$ cat src/hw/sid_pkg.sv
// Purpose: Constants for the slave identifier and identification register group
// Assumes: Registers reached by the serial interface decoder over a plain address/data port
// Notes:   Identification codes are arbitrary neutral values
`default_nettype none
package sid_pkg;
  localparam logic [7:0] SID_OFS_TRIG  = 8'h1c;
  localparam logic [7:0] SID_OFS_PART  = 8'h1d;
  localparam logic [7:0] SID_OFS_MAKER = 8'h1e;
  localparam logic [7:0] SID_OFS_SLAVE = 8'h1f;
  localparam logic [7:0] SID_TRIG_RST  = 8'h00;
  // Arbitrary part code, not a real product value
  localparam logic [7:0] SID_PART_RST  = 8'h5a;
  // Arbitrary ten-bit maker code, not a real vendor value
  localparam logic [9:0] SID_MAKER_CODE = 10'h2a5;
  // Stored slave identifier default; bit 0 has no defined reset level, taken as zero
  localparam logic [3:0] SID_SLAVE_RST = 4'h4;
  localparam logic [1:0] SID_SPARE_RST = 2'h0;
  localparam int SID_SPARE_POS = 6;
  localparam int SID_MHI_POS   = 4;
  localparam int SID_ID_POS    = 0;
endpackage : sid_pkg
`default_nettype wire

$ cat src/hw/sid_pin_sync.sv
// Purpose: Two-flop synchroniser for the address select pin
// Assumes: Pin is asynchronous to clk
// Notes:   First flop is read only by the second
`default_nettype none
module sid_pin_sync (
  input  wire logic clk,
  input  wire logic reset_n,
  input  wire logic pin_in,
  output logic      pin_sync
);
  logic meta_r;
  // Two stages against metastability
  always_ff @(posedge clk) begin
    if (!reset_n) begin
      meta_r   <= 1'b0;
      pin_sync <= 1'b0;
    end else begin
      meta_r   <= pin_in;
      pin_sync <= meta_r;
    end
  end
endmodule : sid_pin_sync
`default_nettype wire

$ cat src/hw/sid_regs.sv
// Purpose: Identification, power mode trigger and slave identifier registers
// Assumes: Serial interface decoder gives one-cycle write/read strobes with address
// Notes:   Read data is registered, valid one cycle after the read strobe
`default_nettype none
module sid_regs (
  input  wire logic       clk,
  input  wire logic       reset_n,
  input  wire logic       reg_wr,
  input  wire logic       reg_rd,
  input  wire logic [7:0] reg_addr,
  input  wire logic [7:0] reg_wdata,
  input  wire logic [3:0] frame_slave_id,
  input  wire logic       addr_select_en,
  input  wire logic       engineering_mode,
  input  wire logic       first_general_pin,
  output logic [7:0]      reg_rdata,
  output logic            slave_match,
  output logic [3:0]      bus_slave_identifier,
  output logic [1:0]      power_state_select,
  output logic [5:0]      power_mode_trigger
);
  // Stored contents of the group
  logic [7:0] trig_r;
  logic [7:0] part_r;
  logic [3:0] sid_r;
  logic [1:0] spare_r;
  // Synchronised pin and the identifier seen by the bus
  logic       pin_s;
  logic [3:0] sid_eff;
  // Decoded write enables, one per writable register
  logic       wr_trig;
  logic       wr_part;
  logic       wr_slave;
  // Read data ahead of the output flop
  logic [7:0] rdata_nxt;

  // Pin is asynchronous; nothing reads it before the second flop
  sid_pin_sync u_sync (
    .clk      (clk),
    .reset_n  (reset_n),
    .pin_in   (first_general_pin),
    .pin_sync (pin_s)
  );

  // Address compare shared by the write decode
  function automatic logic hit(
    input logic [7:0] a,
    input logic [7:0] ofs
  );
    hit = (a == ofs);
  endfunction : hit

  // Identifier register image: spare, maker high bits, identifier
  function automatic logic [7:0] slave_word(
    input logic [1:0] spare,
    input logic [3:0] id
  );
    slave_word                              = 8'h00;
    slave_word[sid_pkg::SID_SPARE_POS +: 2] = spare;
    slave_word[sid_pkg::SID_MHI_POS +: 2]   = sid_pkg::SID_MAKER_CODE[9:8];
    slave_word[sid_pkg::SID_ID_POS +: 4]    = id;
  endfunction : slave_word

  // Write enables; the maker code has none, so writes to it fall away
  assign wr_trig  = reg_wr && hit(reg_addr, sid_pkg::SID_OFS_TRIG);
  assign wr_part  = reg_wr && hit(reg_addr, sid_pkg::SID_OFS_PART);
  assign wr_slave = reg_wr && hit(reg_addr, sid_pkg::SID_OFS_SLAVE);

  // Trigger register only stores; the power mode function is not supported
  always_ff @(posedge clk) begin
    if (!reset_n) begin
      trig_r <= sid_pkg::SID_TRIG_RST;
    end else if (wr_trig) begin
      trig_r <= reg_wdata;
    end
  end

  // Part code is writable, so software may overwrite it until the next reset
  always_ff @(posedge clk) begin
    if (!reset_n) begin
      part_r <= sid_pkg::SID_PART_RST;
    end else if (wr_part) begin
      part_r <= reg_wdata;
    end
  end

  // Spare bits are plain storage, open in either configuration
  always_ff @(posedge clk) begin
    if (!reset_n) begin
      spare_r <= sid_pkg::SID_SPARE_RST;
    end else if (wr_slave) begin
      spare_r <= reg_wdata[sid_pkg::SID_SPARE_POS +: 2];
    end
  end

  // Identifier opens to writes only in engineering configuration
  always_ff @(posedge clk) begin
    if (!reset_n) begin
      sid_r <= sid_pkg::SID_SLAVE_RST;
    end else if (wr_slave && engineering_mode) begin
      sid_r <= reg_wdata[sid_pkg::SID_ID_POS +: 4];
    end
  end

  // With addr_select_en set, bit 0 follows the synchronised pin; two cycles of lag buy a clean identifier
  assign sid_eff = {sid_r[3:1], addr_select_en ? pin_s : sid_r[0]};
  assign bus_slave_identifier = sid_eff;
  // Match is combinational so the frame decoder can answer in the same cycle
  assign slave_match = (frame_slave_id == sid_eff);
  // Mode and trigger fields leave the block but steer nothing inside it
  assign power_state_select = trig_r[7:6];
  assign power_mode_trigger = trig_r[5:0];

  // Read mux; unmapped addresses read zero
  always_comb begin
    rdata_nxt = 8'h00;
    unique case (reg_addr)
      sid_pkg::SID_OFS_TRIG: begin
        rdata_nxt = trig_r;
      end
      sid_pkg::SID_OFS_PART: begin
        rdata_nxt = part_r;
      end
      sid_pkg::SID_OFS_MAKER: begin
        rdata_nxt = sid_pkg::SID_MAKER_CODE[7:0];
      end
      sid_pkg::SID_OFS_SLAVE: begin
        rdata_nxt = slave_word(spare_r, sid_eff);
      end
      default: begin
        rdata_nxt = 8'h00;
      end
    endcase
  end

  // Read data registered and held until the next read strobe
  always_ff @(posedge clk) begin
    if (!reset_n) begin
      reg_rdata <= 8'h00;
    end else if (reg_rd) begin
      reg_rdata <= rdata_nxt;
    end
  end
endmodule : sid_regs
`default_nettype wire

$ cat config.mk
export PLATFORM = sky130hd
export DESIGN_NAME = sid_regs
export DESIGN_NICKNAME = d
export VERILOG_FILES = /design/src/hw/sid_pkg.sv /design/src/hw/sid_pin_sync.sv /design/src/hw/sid_regs.sv
export SDC_FILE = /design/constraint.sdc
export NUM_CORES = 1
export LEC_CHECK = 0
export CAP_MARGIN = 0
export CORE_MARGIN = 4
export CORE_UTILIZATION = 55
export DETAILED_ROUTE_END_ITERATION = 10
export DONT_BUFFER_PORTS = 1
export GPL_ROUTABILITY_DRIVEN = 0
export HOLD_SLACK_MARGIN = 0.08
export PLACE_DENSITY = 0.76
export SLEW_MARGIN = 40
export SYNTH_ARGS = -nofsm -noshare
export SYNTH_HDL_FRONTEND = slang
export SYNTH_HIERARCHICAL = 1
export SYNTH_SLANG_ARGS = --single-unit
$ cat constraint.sdc
create_clock -name clk -period 2.4 [get_ports clk]
set_clock_uncertainty 0.15 [all_clocks]
set_input_delay 0.48 -clock clk [delete_from_list [all_inputs] [get_ports clk]]
set_output_delay 0.48 -clock clk [all_outputs]
set_load 0.005 [all_outputs]
[Word level (Yosys, flattened, before mapping)]
Index checks and enable logic that the tools add are counted.
Cells by class
  reduce and logical (&&, ||, !) cells: 4
  equal/unequal tests: 5
  mux-type cells: 2
Operators with widths (number)
  == test 8 x 5 -> 1 bit (second input constant): 4
  one-hot mux 8 bit (4 select lines): 1
  == test 4 bit: 1
  logical AND 1 bit: 4
  2-to-1 mux 1 bit: 1
Storage, ports and cells
  flip-flop bits (word level): 32
  word-level logic and storage cells: 18
  input bits: 27

[Depth between registers and ports, before layout]
Gate-level depths: netlist (run 1).
  depth in word-level cells: 3
  gate-level depth with buffers: 5

[By module]
Netlist (run 1), hierarchy kept.
By module, submodules not included
  sid_regs: cells an instance 150, times used 1, area an instance 1471.4 um^2
  sid_pin_sync: cells an instance 4, times used 1, area an instance 52.6 um^2

[Least setup slack after synthesis (run 1)]
Ideal clock, no wire load.
  path kind: input to register
  from: input reg_addr[5]
  to: register trig_r[0]
  arrival: 1.864 ns
  setup slack: 0.267 ns
  cell stages on the path: 5
  buffers on the path: 2
  cells stage by stage: or4b_4 buf_6 or4_1 buf_2 mux2i_1
Between the ends
  longest elaborated chain between the ends: 2
RTL lines
  start: declaration: line sid_regs.sv:10  | input wire logic [7:0] reg_addr,
  == test 8 x 5 -> 1 bit: line sid_regs.sv:50  | hit = (a == ofs);
  logical AND 1 bit: line sid_regs.sv:65  | assign wr_trig = reg_wr && hit(reg_addr, sid_pkg::SID_OFS_TRIG);
  end signal: assignment: line sid_regs.sv:72  | trig_r <= sid_pkg::SID_TRIG_RST;
  end signal: assignment: line sid_regs.sv:74  | trig_r <= reg_wdata;
  end: declaration: line sid_regs.sv:23  | logic [7:0] trig_r;
No other way between the ends.
A chain may end at the register's enable or synchronous reset.

[Final worst setup path (run 1)]
  from: register sid_r[0]
  to: output slave_match
Between the ends
  longest elaborated chain between the ends: 2
RTL lines
  start: declaration: line sid_regs.sv:25  | logic [3:0] sid_r;
  start signal: assignment: line sid_regs.sv:99  | sid_r <= sid_pkg::SID_SLAVE_RST;
  start signal: assignment: line sid_regs.sv:101  | sid_r <= reg_wdata[sid_pkg::SID_ID_POS +: 4];
  2-to-1 mux 1 bit: line sid_regs.sv:106  | assign sid_eff = {sid_r[3:1], addr_select_en ? pin_s : sid_r[0]};
  net bus_slave_identifier[0]: line sid_regs.sv:18  | output logic [3:0] bus_slave_identifier,
  == test 4 bit: line sid_regs.sv:109  | assign slave_match = (frame_slave_id == sid_eff);
  end: declaration: line sid_regs.sv:17  | output logic slave_match,
The timed path passes the listed nets, and every way through them passes these cells.

==> results by stage, run 1 <==
GRT:
- The number of global-route vias before repair is about 1100.
- The pin count of the biggest net entering global routing is 47.
- In the global route stage, overall resource usage came out at 18.9%.
- The overall overflow remaining after global route is 0.
- The global-route wire length before repair is 5060 um.
- The initial antenna violation count was 0.

Worst setup path:
- The slack of the worst reg-to-reg path is 1.12 ns.
- The worst setup path is captured at an output port.
- The cell with the largest stage delay on the worst path is sky130_fd_sc_hd__dfxtp_1.
- In this run the critical register-to-register path is captured at reg_rdata[0].
- Broken down by cell family, the worst path's largest delay share belongs to flip-flops.
- The critical path data arrival time is 1.42 ns.
- The startpoint identified for the worst register-to-register timing path is sid_r[0].
- Traced cell by cell, the critical path runs through mux2_2 -> xor2_1 -> nor4_1.
- The worst setup path is of the reg2out kind.
- The sum of buffers and inverters on the critical path is 0.
- The cell depth of the worst flop-to-flop path is 3.
- Of all nets on the critical path, the largest fanout is 3.
- The maximum single-stage delay on the critical path is 0.32 ns.
- For the worst setup path, the data required time is 1.77 ns.
- The startpoint kind of the worst setup timing path is a flip-flop.

Drt:
- For this run, design rule violations remaining after detail routing come to 0.
- The length of the first detailed-routing pass in iterations is 4.
- The total number of vias is 1093.
- Dividing the detail-routed wire length by the instance count gives 17.5 um.
- The vias per cell is 5.97.
- The first routing iteration left 52 violations.
- The routed design has between 3000 and 4000 um of wire.
- The count of nets left with antenna violations once routing finished came out at 0.

Layout:
- The number of nets in the finished design is 180.
- The final antenna diode count is 0.
- The library cells used most frequently in the layout, excluding fill and tap cells, are 32 x sky130_fd_sc_hd__dfxtp_1, 30 x sky130_fd_sc_hd__nand2_1, 26 x sky130_fd_sc_hd__mux2i_1.
- The synthesis-to-layout area growth is 3.20%.
- Leaving out filler cells and counting taps, the final layout contains about 180.
- Leaving out fill and tap cells, the most frequent cell in the layout is sky130_fd_sc_hd__dfxtp_1.
- Cells with a size suffix above 1 make up between 10% and 20% of the layout.

Status:
- The run finished with clean final reports.

Yosys:
- The synthesized design contains 32 register bits.
- The post-synthesis area per instance is 9.90 um^2.
- The count of different cell masters after synthesis is 25.
- The synthesis warning total is 6.
- After synthesis the cells add up to 1520 um^2.
- The sequential cell area fraction in the yosys report is 42.0%.
- The gate count of the mapped netlist is 154.
- Synthesis produced a netlist with a net count of 181.

Die:
- The number of placement rows is 18.
- Measured along the x axis, the die boundary spans 60.6 um.
- The die area is 3680 um^2.
- The core area is 2570 um^2.
- Once the floorplan was initialized, standard cells occupied 59.4% of the core.
- In this run the vertical extent of the chip is 60.6 um.
- The number of primary I/O pins is 48.

Placed design:
- The count of buffers added on input and output ports is 0.
- The cell count after placement is between 150 and 200.
- The HPWL after detailed placement is around 2300 um.

STA:
- The portion of the clock cycle consumed by the worst path in the final layout is a little under nine tenths.
- For the final routed database, the setup TNS stands at 0 ns.
- The timing-limited maximum frequency is 488 MHz.
- The number of setup violations in the final report is 0.
- The tightest slew margin relative to the limit is 68.2%.
- The final-report max-slew violation count is 0.
- Setup repair after global routing left no endpoint under its margin.
- Across all hold checks on the routed design, the worst slack comes to between 0.1 and 0.15 ns.
- The clock period could shrink to 2.05 ns.
- The hold violation total from the final report is 0.
- At the pin with the least slew margin, the transition time is between 0.4 and 0.5 ns.

Power and ir drop:
- The total power per unit cell area is 546 nW/um^2.
- The total leakage power is between 0.5 and 0.6 nW.
- The maximum VDD drop is 0.000437 V.

CTS:
- The TritonCTS clock tree is yes.
- The clock latency of the later-clocked register in the worst-skew pair is 0.32 ns.
- The number of buffers added for setup after CTS is 0.
- The post-cts repair resize count is 0.
- Hold repair after CTS inserted 0 buffers.
- The count of clock tree sinks is 32.
- The tree is rooted in a sky130_fd_sc_hd__clkbuf_4.
- The maximum number of buffers from clock root to sink is 2.
- The deepest level of the CTS H-tree is 2.
- In this run, CTS created clock tree buffers numbering 5.
- The clock-pin slew of the registers on the worst-case setup and hold paths is 0.09 ns.

Hold path:
- For hold timing, the worst endpoint is u_sync/meta_r.
- The type of the worst min-delay path is in2reg.
- The hold-critical path depth is 1.
- The startpoint of the worst hold path is reset_n.

Run:
- The number of violations of the max-capacitance limit is 0.
[synth_stat cells (all sizes together)]
cell,number,area [um^2]
nor3,2,10.0
o21ai,4,20.0
mux2i,26,260
nand2,30,113
nor2b,11,68.8
mux2,5,56.3
inv,1,3.75
dfxtp,32,641
nor4,5,76.3
clkbuf,6,22.5
and3,1,6.26
o21a,1,7.51
buf,6,42.5
nand3,4,20.0
or4,1,7.51
a32o,6,60.1
o22a,4,35.0
nand2b,2,12.5
xor2,4,35.0
or4b,1,13.8
and2,2,12.5
[report_power, final]
part / total (mW) / switching [mW] / internal [mW]
clock: 0.279 / 0.171 / 0.108
combinational: 0.0455 / 0.0228 / 0.0226
sequential: 0.535 / 0.00125 / 0.533
total: 0.859 / 0.196 / 0.664
[cell families after synthesis]
kind of cell	count (synthesis)	synth area share, %
and+or+nand+nor	59	22.3
DFF	32	42.0
muxes	31	20.8
AOI/OAI and AO/OA	15	8.05
buffers and inverters	13	4.51
xor gates and xnor gates	4	2.30
[per-layer routing]
layer  share of wire, %  global-route usage [%]  vias up  wire (um)
li1                   -                       -      534          -
met1                 43                    23.2      509       1360
met2                 47                    29.3       44       1500
met3                9.5                    7.87        6        303
met4                1.1                    7.43        0         36
met5                  0                       0        -          0
[sequential cells by signal, indices dropped and copies added, names as in the netlist]
name	cells
part_r	8
reg_rdata	8
trig_r	8
sid_r	4
spare_r	2
u_sync/meta_r	1
u_sync/pin_sync	1
[worst max path at each step]
| stage | from | depth (start not counted) | slack [ns] | endpoint |
|---|---|---|---|---|
| 2_1_floorplan | reg_addr[5] | 5 | 0.27 | trig_r[0] |
| 3_3_place_gp | reg_addr[5] | 4 | 0.33 | sid_r[0] |
| 3_5_place_dp | reg_addr[5] | 4 | 0.28 | sid_r[1] |
| 4_1_cts | sid_r[0] | 3 | 0.34 | slave_match |
| 5_1_grt | sid_r[0] | 3 | 0.28 | slave_match |
| 6_report | sid_r[0] | 3 | 0.35 | slave_match |
[cell type report]
cell class | count | area [um^2]
Clock buffer | 6 | 41.3
Clock inverter | 1 | 5.00
Fill cell | 228 | 995
Inverter | 1 | 3.75
Multi-Input combinational cell | 109 | 815
Sequential cell | 32 | 641
Tap cell | 30 | 37.5
Timing Repair Buffer | 4 | 30.0
[per-stage QoR]
| step | worst slack [ns] | power (mW) | area (um^2) | utilization, % |
|---|---|---|---|---|
| after floorplan | 0.267 | 0.598 | 1520 | - |
| after global placement | 0.329 | 0.592 | 1530 | 59.5 |
| after detailed placement | 0.275 | 0.593 | 1530 | 59.5 |
| after CTS | 0.344 | 0.868 | 1570 | 61.3 |
| after global routing | 0.284 | 0.900 | 1570 | 61.3 |
| final | 0.351 | 0.859 | 1570 | 61.3 |
Note: power is estimated with default switching activity, not from simulation.
==> run 2: changes to the inputs <==
--- a/config.mk
+++ b/config.mk
@@ -11,8 +11,10 @@
 export DETAILED_ROUTE_END_ITERATION = 10
 export DONT_BUFFER_PORTS = 1
 export GPL_ROUTABILITY_DRIVEN = 0
+export GPL_TIMING_DRIVEN = 0
 export HOLD_SLACK_MARGIN = 0.08
 export PLACE_DENSITY = 0.76
+export RECOVER_POWER = 25
 export SLEW_MARGIN = 40
 export SYNTH_ARGS = -nofsm -noshare
 export SYNTH_HDL_FRONTEND = slang
==> results by stage, run 2 (same netlist as run 1, synthesis figures left out) <==
Worst setup path:
- The largest fanout on the critical path came to 8 (+5).
- The cell family with the largest share of critical-path delay is simple AND/OR/NAND/NOR gates.
- The number of stages on the worst setup path came to 4 (+1).
- The critical path data arrival time is 2.24 ns (+0.82 ns).
- The maximum single-stage delay on the critical path was 0.72 ns (+0.40 ns).
- The sum of buffers and inverters on the critical path is 1 (+1).
- The worst setup path is of the in2reg kind.
- In this run the worst setup path begins at reg_addr[5].
- Traced cell by cell, the critical path runs through or4b_4 -> clkbuf_1 -> nor4_4 -> mux2i_1.
- The cell depth of the worst flop-to-flop path is 3 (unchanged).
- The startpoint kind of the worst setup timing path is a primary input.
- The reg-to-reg endpoint is reg_rdata[0].
- The slack of the worst reg-to-reg path is 1.11 ns (about the same).
- The startpoint identified for the worst register-to-register timing path is sid_r[0].
- The required time at the worst-slack endpoint is 2.52 ns (+0.75 ns).
- The cell with the largest stage delay on the worst path is sky130_fd_sc_hd__nor4_4.
- The kind of capture point of the worst setup path is a flip-flop.
- The most critical setup path has its endpoint at part_r[3].

Die:
- The number of primary I/O pins is 48 (unchanged).
- The chip width is 60.6 um (unchanged).
- The chip height is 60.6 um (unchanged).
- The die area is 3680 um^2 (unchanged).
- The effective utilization at floorplan is 59.4% (unchanged).
- The number of placement rows was 18 (unchanged).
- The core area is 2570 um^2 (unchanged).

Drt:
- The length of the first detailed-routing pass in iterations is 4 (unchanged).
- The routed wire length is 3540 um (+10%).
- The vias per cell is 6.00 (+0.46%).
- The initial detailed-routing violation count came to 54 (+3.8%).
- The total number of vias came to 1152 (+5.4%).
- The count of antenna-violating nets left after detailed routing is 0 (unchanged).
- The DRC violations left is 0 (unchanged).
- The average wire per standard cell is 18.4 um (+5.3%).

CTS:
- The post-cts repair resize count is 0 (unchanged).
- The total of hold buffers inserted after clock tree synthesis came to 0 (unchanged).
- The deepest level of the CTS H-tree is 2 (unchanged).
- The number of buffers added for setup after CTS is 0 (unchanged).
- The root buffer cell is sky130_fd_sc_hd__clkbuf_4.
- The clock-pin slew of the registers on the worst-case setup and hold paths is 0.10 ns (about the same).
- The CTS buffer count is 5 (unchanged).
- The count of clock tree sinks is 32 (unchanged).
- The clock latency of the later-clocked register in the worst-skew pair is 0.33 ns (about the same).
- The maximum number of buffers from clock root to sink is 2 (unchanged).
- TritonCTS built the clock tree.

STA:
- The minimum clock period after layout was 2.12 ns (+0.0683 ns).
- The hold slack is 0.122 ns (-0.00269 ns).
- The final-report max-slew violation count is 0 (unchanged).
- The post-route worst setup slack is 0.283 ns (-0.0683 ns).
- The hold violation total from the final report is 0 (unchanged).
- The portion of the clock cycle consumed by the worst path in the final layout is 88.2% (+2.8 points).
- The tightest slew margin relative to the limit came to 47.5% (-21 points).
- The timing-limited maximum frequency came to 472 MHz (-3.2%).
- Setup repair after global routing left no endpoint under its margin.
- The transition at the pin with the smallest max-transition slack was 0.781 ns (+0.307 ns).
- The post-route setup TNS is 0 ns (unchanged).
- The number of setup violations in the final report is 0 (unchanged).

Power and ir drop:
- The share of total power consumed by net switching came to 22.8% (+0.048 points).
- The total power per unit cell area was 616 nW/um^2 (+13%).
- The relative contribution of the clock network to total power came to 40.3% (+7.8 points).
- The part of the total power dissipated in sequential elements is 53.3% (-8.9 points).
- The internal power is 775 uW (+17%).
- The overall power consumption is 1.00 mW (+17%).
- The share of power burned in combinational logic is 6.4% (+1.1 points).
- The total leakage power is 0.607 nW (+3.6%).
- The switching power was 229 uW (+17%).
- The maximum VDD drop is 0.000585 V (+34%).

Layout:
- The fraction of the core area covered by cells at the end of the flow is 63.5% (+2.2 points).
- The fraction of layout cells with a size suffix above 1 is 12.3% (-0.073 points).
- The final antenna diode count is 0 (unchanged).
- The largest registers in the layout are part_r (8), reg_rdata (8), trig_r (8).
- The number of nets in the finished design is 188 (+4.4%).
- The most common cell after layout, fill and taps aside is sky130_fd_sc_hd__dfxtp_1.
- The top cell types in the final layout, fill and taps aside, are 32 x sky130_fd_sc_hd__dfxtp_1, 30 x sky130_fd_sc_hd__nand2_1, 26 x sky130_fd_sc_hd__mux2i_1.
- Relative to the synthesized area, the layout overhead comes to 6.98%.

GRT:
- The pin count of the biggest net entering global routing is 11 (-77%).
- The global-route wire length before repair is 5420 um (+7.1%).
- The aggregate global-route resource usage is 20.6% (+1.7 points).
- The overall overflow remaining after global route is 0 (unchanged).
- The number of global-route vias before repair is 1141 (+7.1%).
- The initial antenna violation count is 0 (unchanged).

Placed design:
- The placed wire-length estimate came to 2600 um (+12%).
- The number of I/O port buffers came to 0 (unchanged).
- The placement-stage worst setup slack is 0.0854 ns (-0.190 ns).

Status:
- The flow ran to the end, and the final reports show no timing, DRC or antenna violations.

Hold path:
- The hold-critical path depth is 1 (unchanged).
- The tightest min-delay check is of the in2reg type.

Run:
- The number of violations of the max-capacitance limit is 0 (unchanged).
-- run 2: cell count changes in the layout (fill, tap and decap cells not counted) --
cell and delta:
sky130_fd_sc_hd__buf_2 +1, sky130_fd_sc_hd__buf_4 -1, sky130_fd_sc_hd__bufinv_16 +1, sky130_fd_sc_hd__clkbuf_1 +7
sky130_fd_sc_hd__buf_1 +1
-- run 2: layout make-up --
cell class | count | area, um^2
multi-input combinational | 109 | 815
buffer | 12 | 57.6
tap | 30 | 37.5
fill | 225 | 937
clock inverter | 2 | 35.0
clock buffer | 6 | 41.3
sequential | 32 | 641
inverter | 1 | 3.75
-- run 2: worst register-to-register path, cell delays in order (launching register included) --
cell	delay (ns)
sky130_fd_sc_hd__dfxtp_1	0.32
sky130_fd_sc_hd__mux2_2	0.31
sky130_fd_sc_hd__o22a_1	0.22
sky130_fd_sc_hd__a32o_1	0.20
-- run 2: metrics by stage --
| step | cells | cell area, um^2 |
|---|---|---|
| floorplan | 154 | 1520 |
| global placement | 184 | 1560 |
| detailed placement | 184 | 1560 |
| CTS | 192 | 1640 |
| global route | 192 | 1630 |
| finish | 192 | 1630 |
-- run 2: worst min-delay path by stage --
stage                        from              end  slack, ns
CTS                       reset_n    u_sync/meta_r       0.11
detailed placement  u_sync/meta_r  u_sync/pin_sync       0.27
global route              reset_n    u_sync/meta_r        0.1
finish                    reset_n    u_sync/meta_r       0.12
floorplan           u_sync/meta_r  u_sync/pin_sync       0.26
global placement    u_sync/meta_r  u_sync/pin_sync       0.27
-- run 2: power groups by stage --
stage	Clock (mW)	Sequential, mW	Combinational (mW)
floorplan	0	0.547	0.0511
global placement	0	0.547	0.0636
detailed placement	0	0.547	0.0651
CTS	0.413	0.535	0.0654
global route	0.436	0.535	0.0706
finish	0.404	0.535	0.0646
-- run 2: routing by layer --
layer / up-vias / wire length, um / global-route usage [%]
met2: 57 / 1680 / 31.6
met3: 6 / 384 / 10.9
li1: 553 / - / -
met1: 536 / 1450 / 25.1
met4: 0 / 23 / 6.19
met5: - / 0 / 0
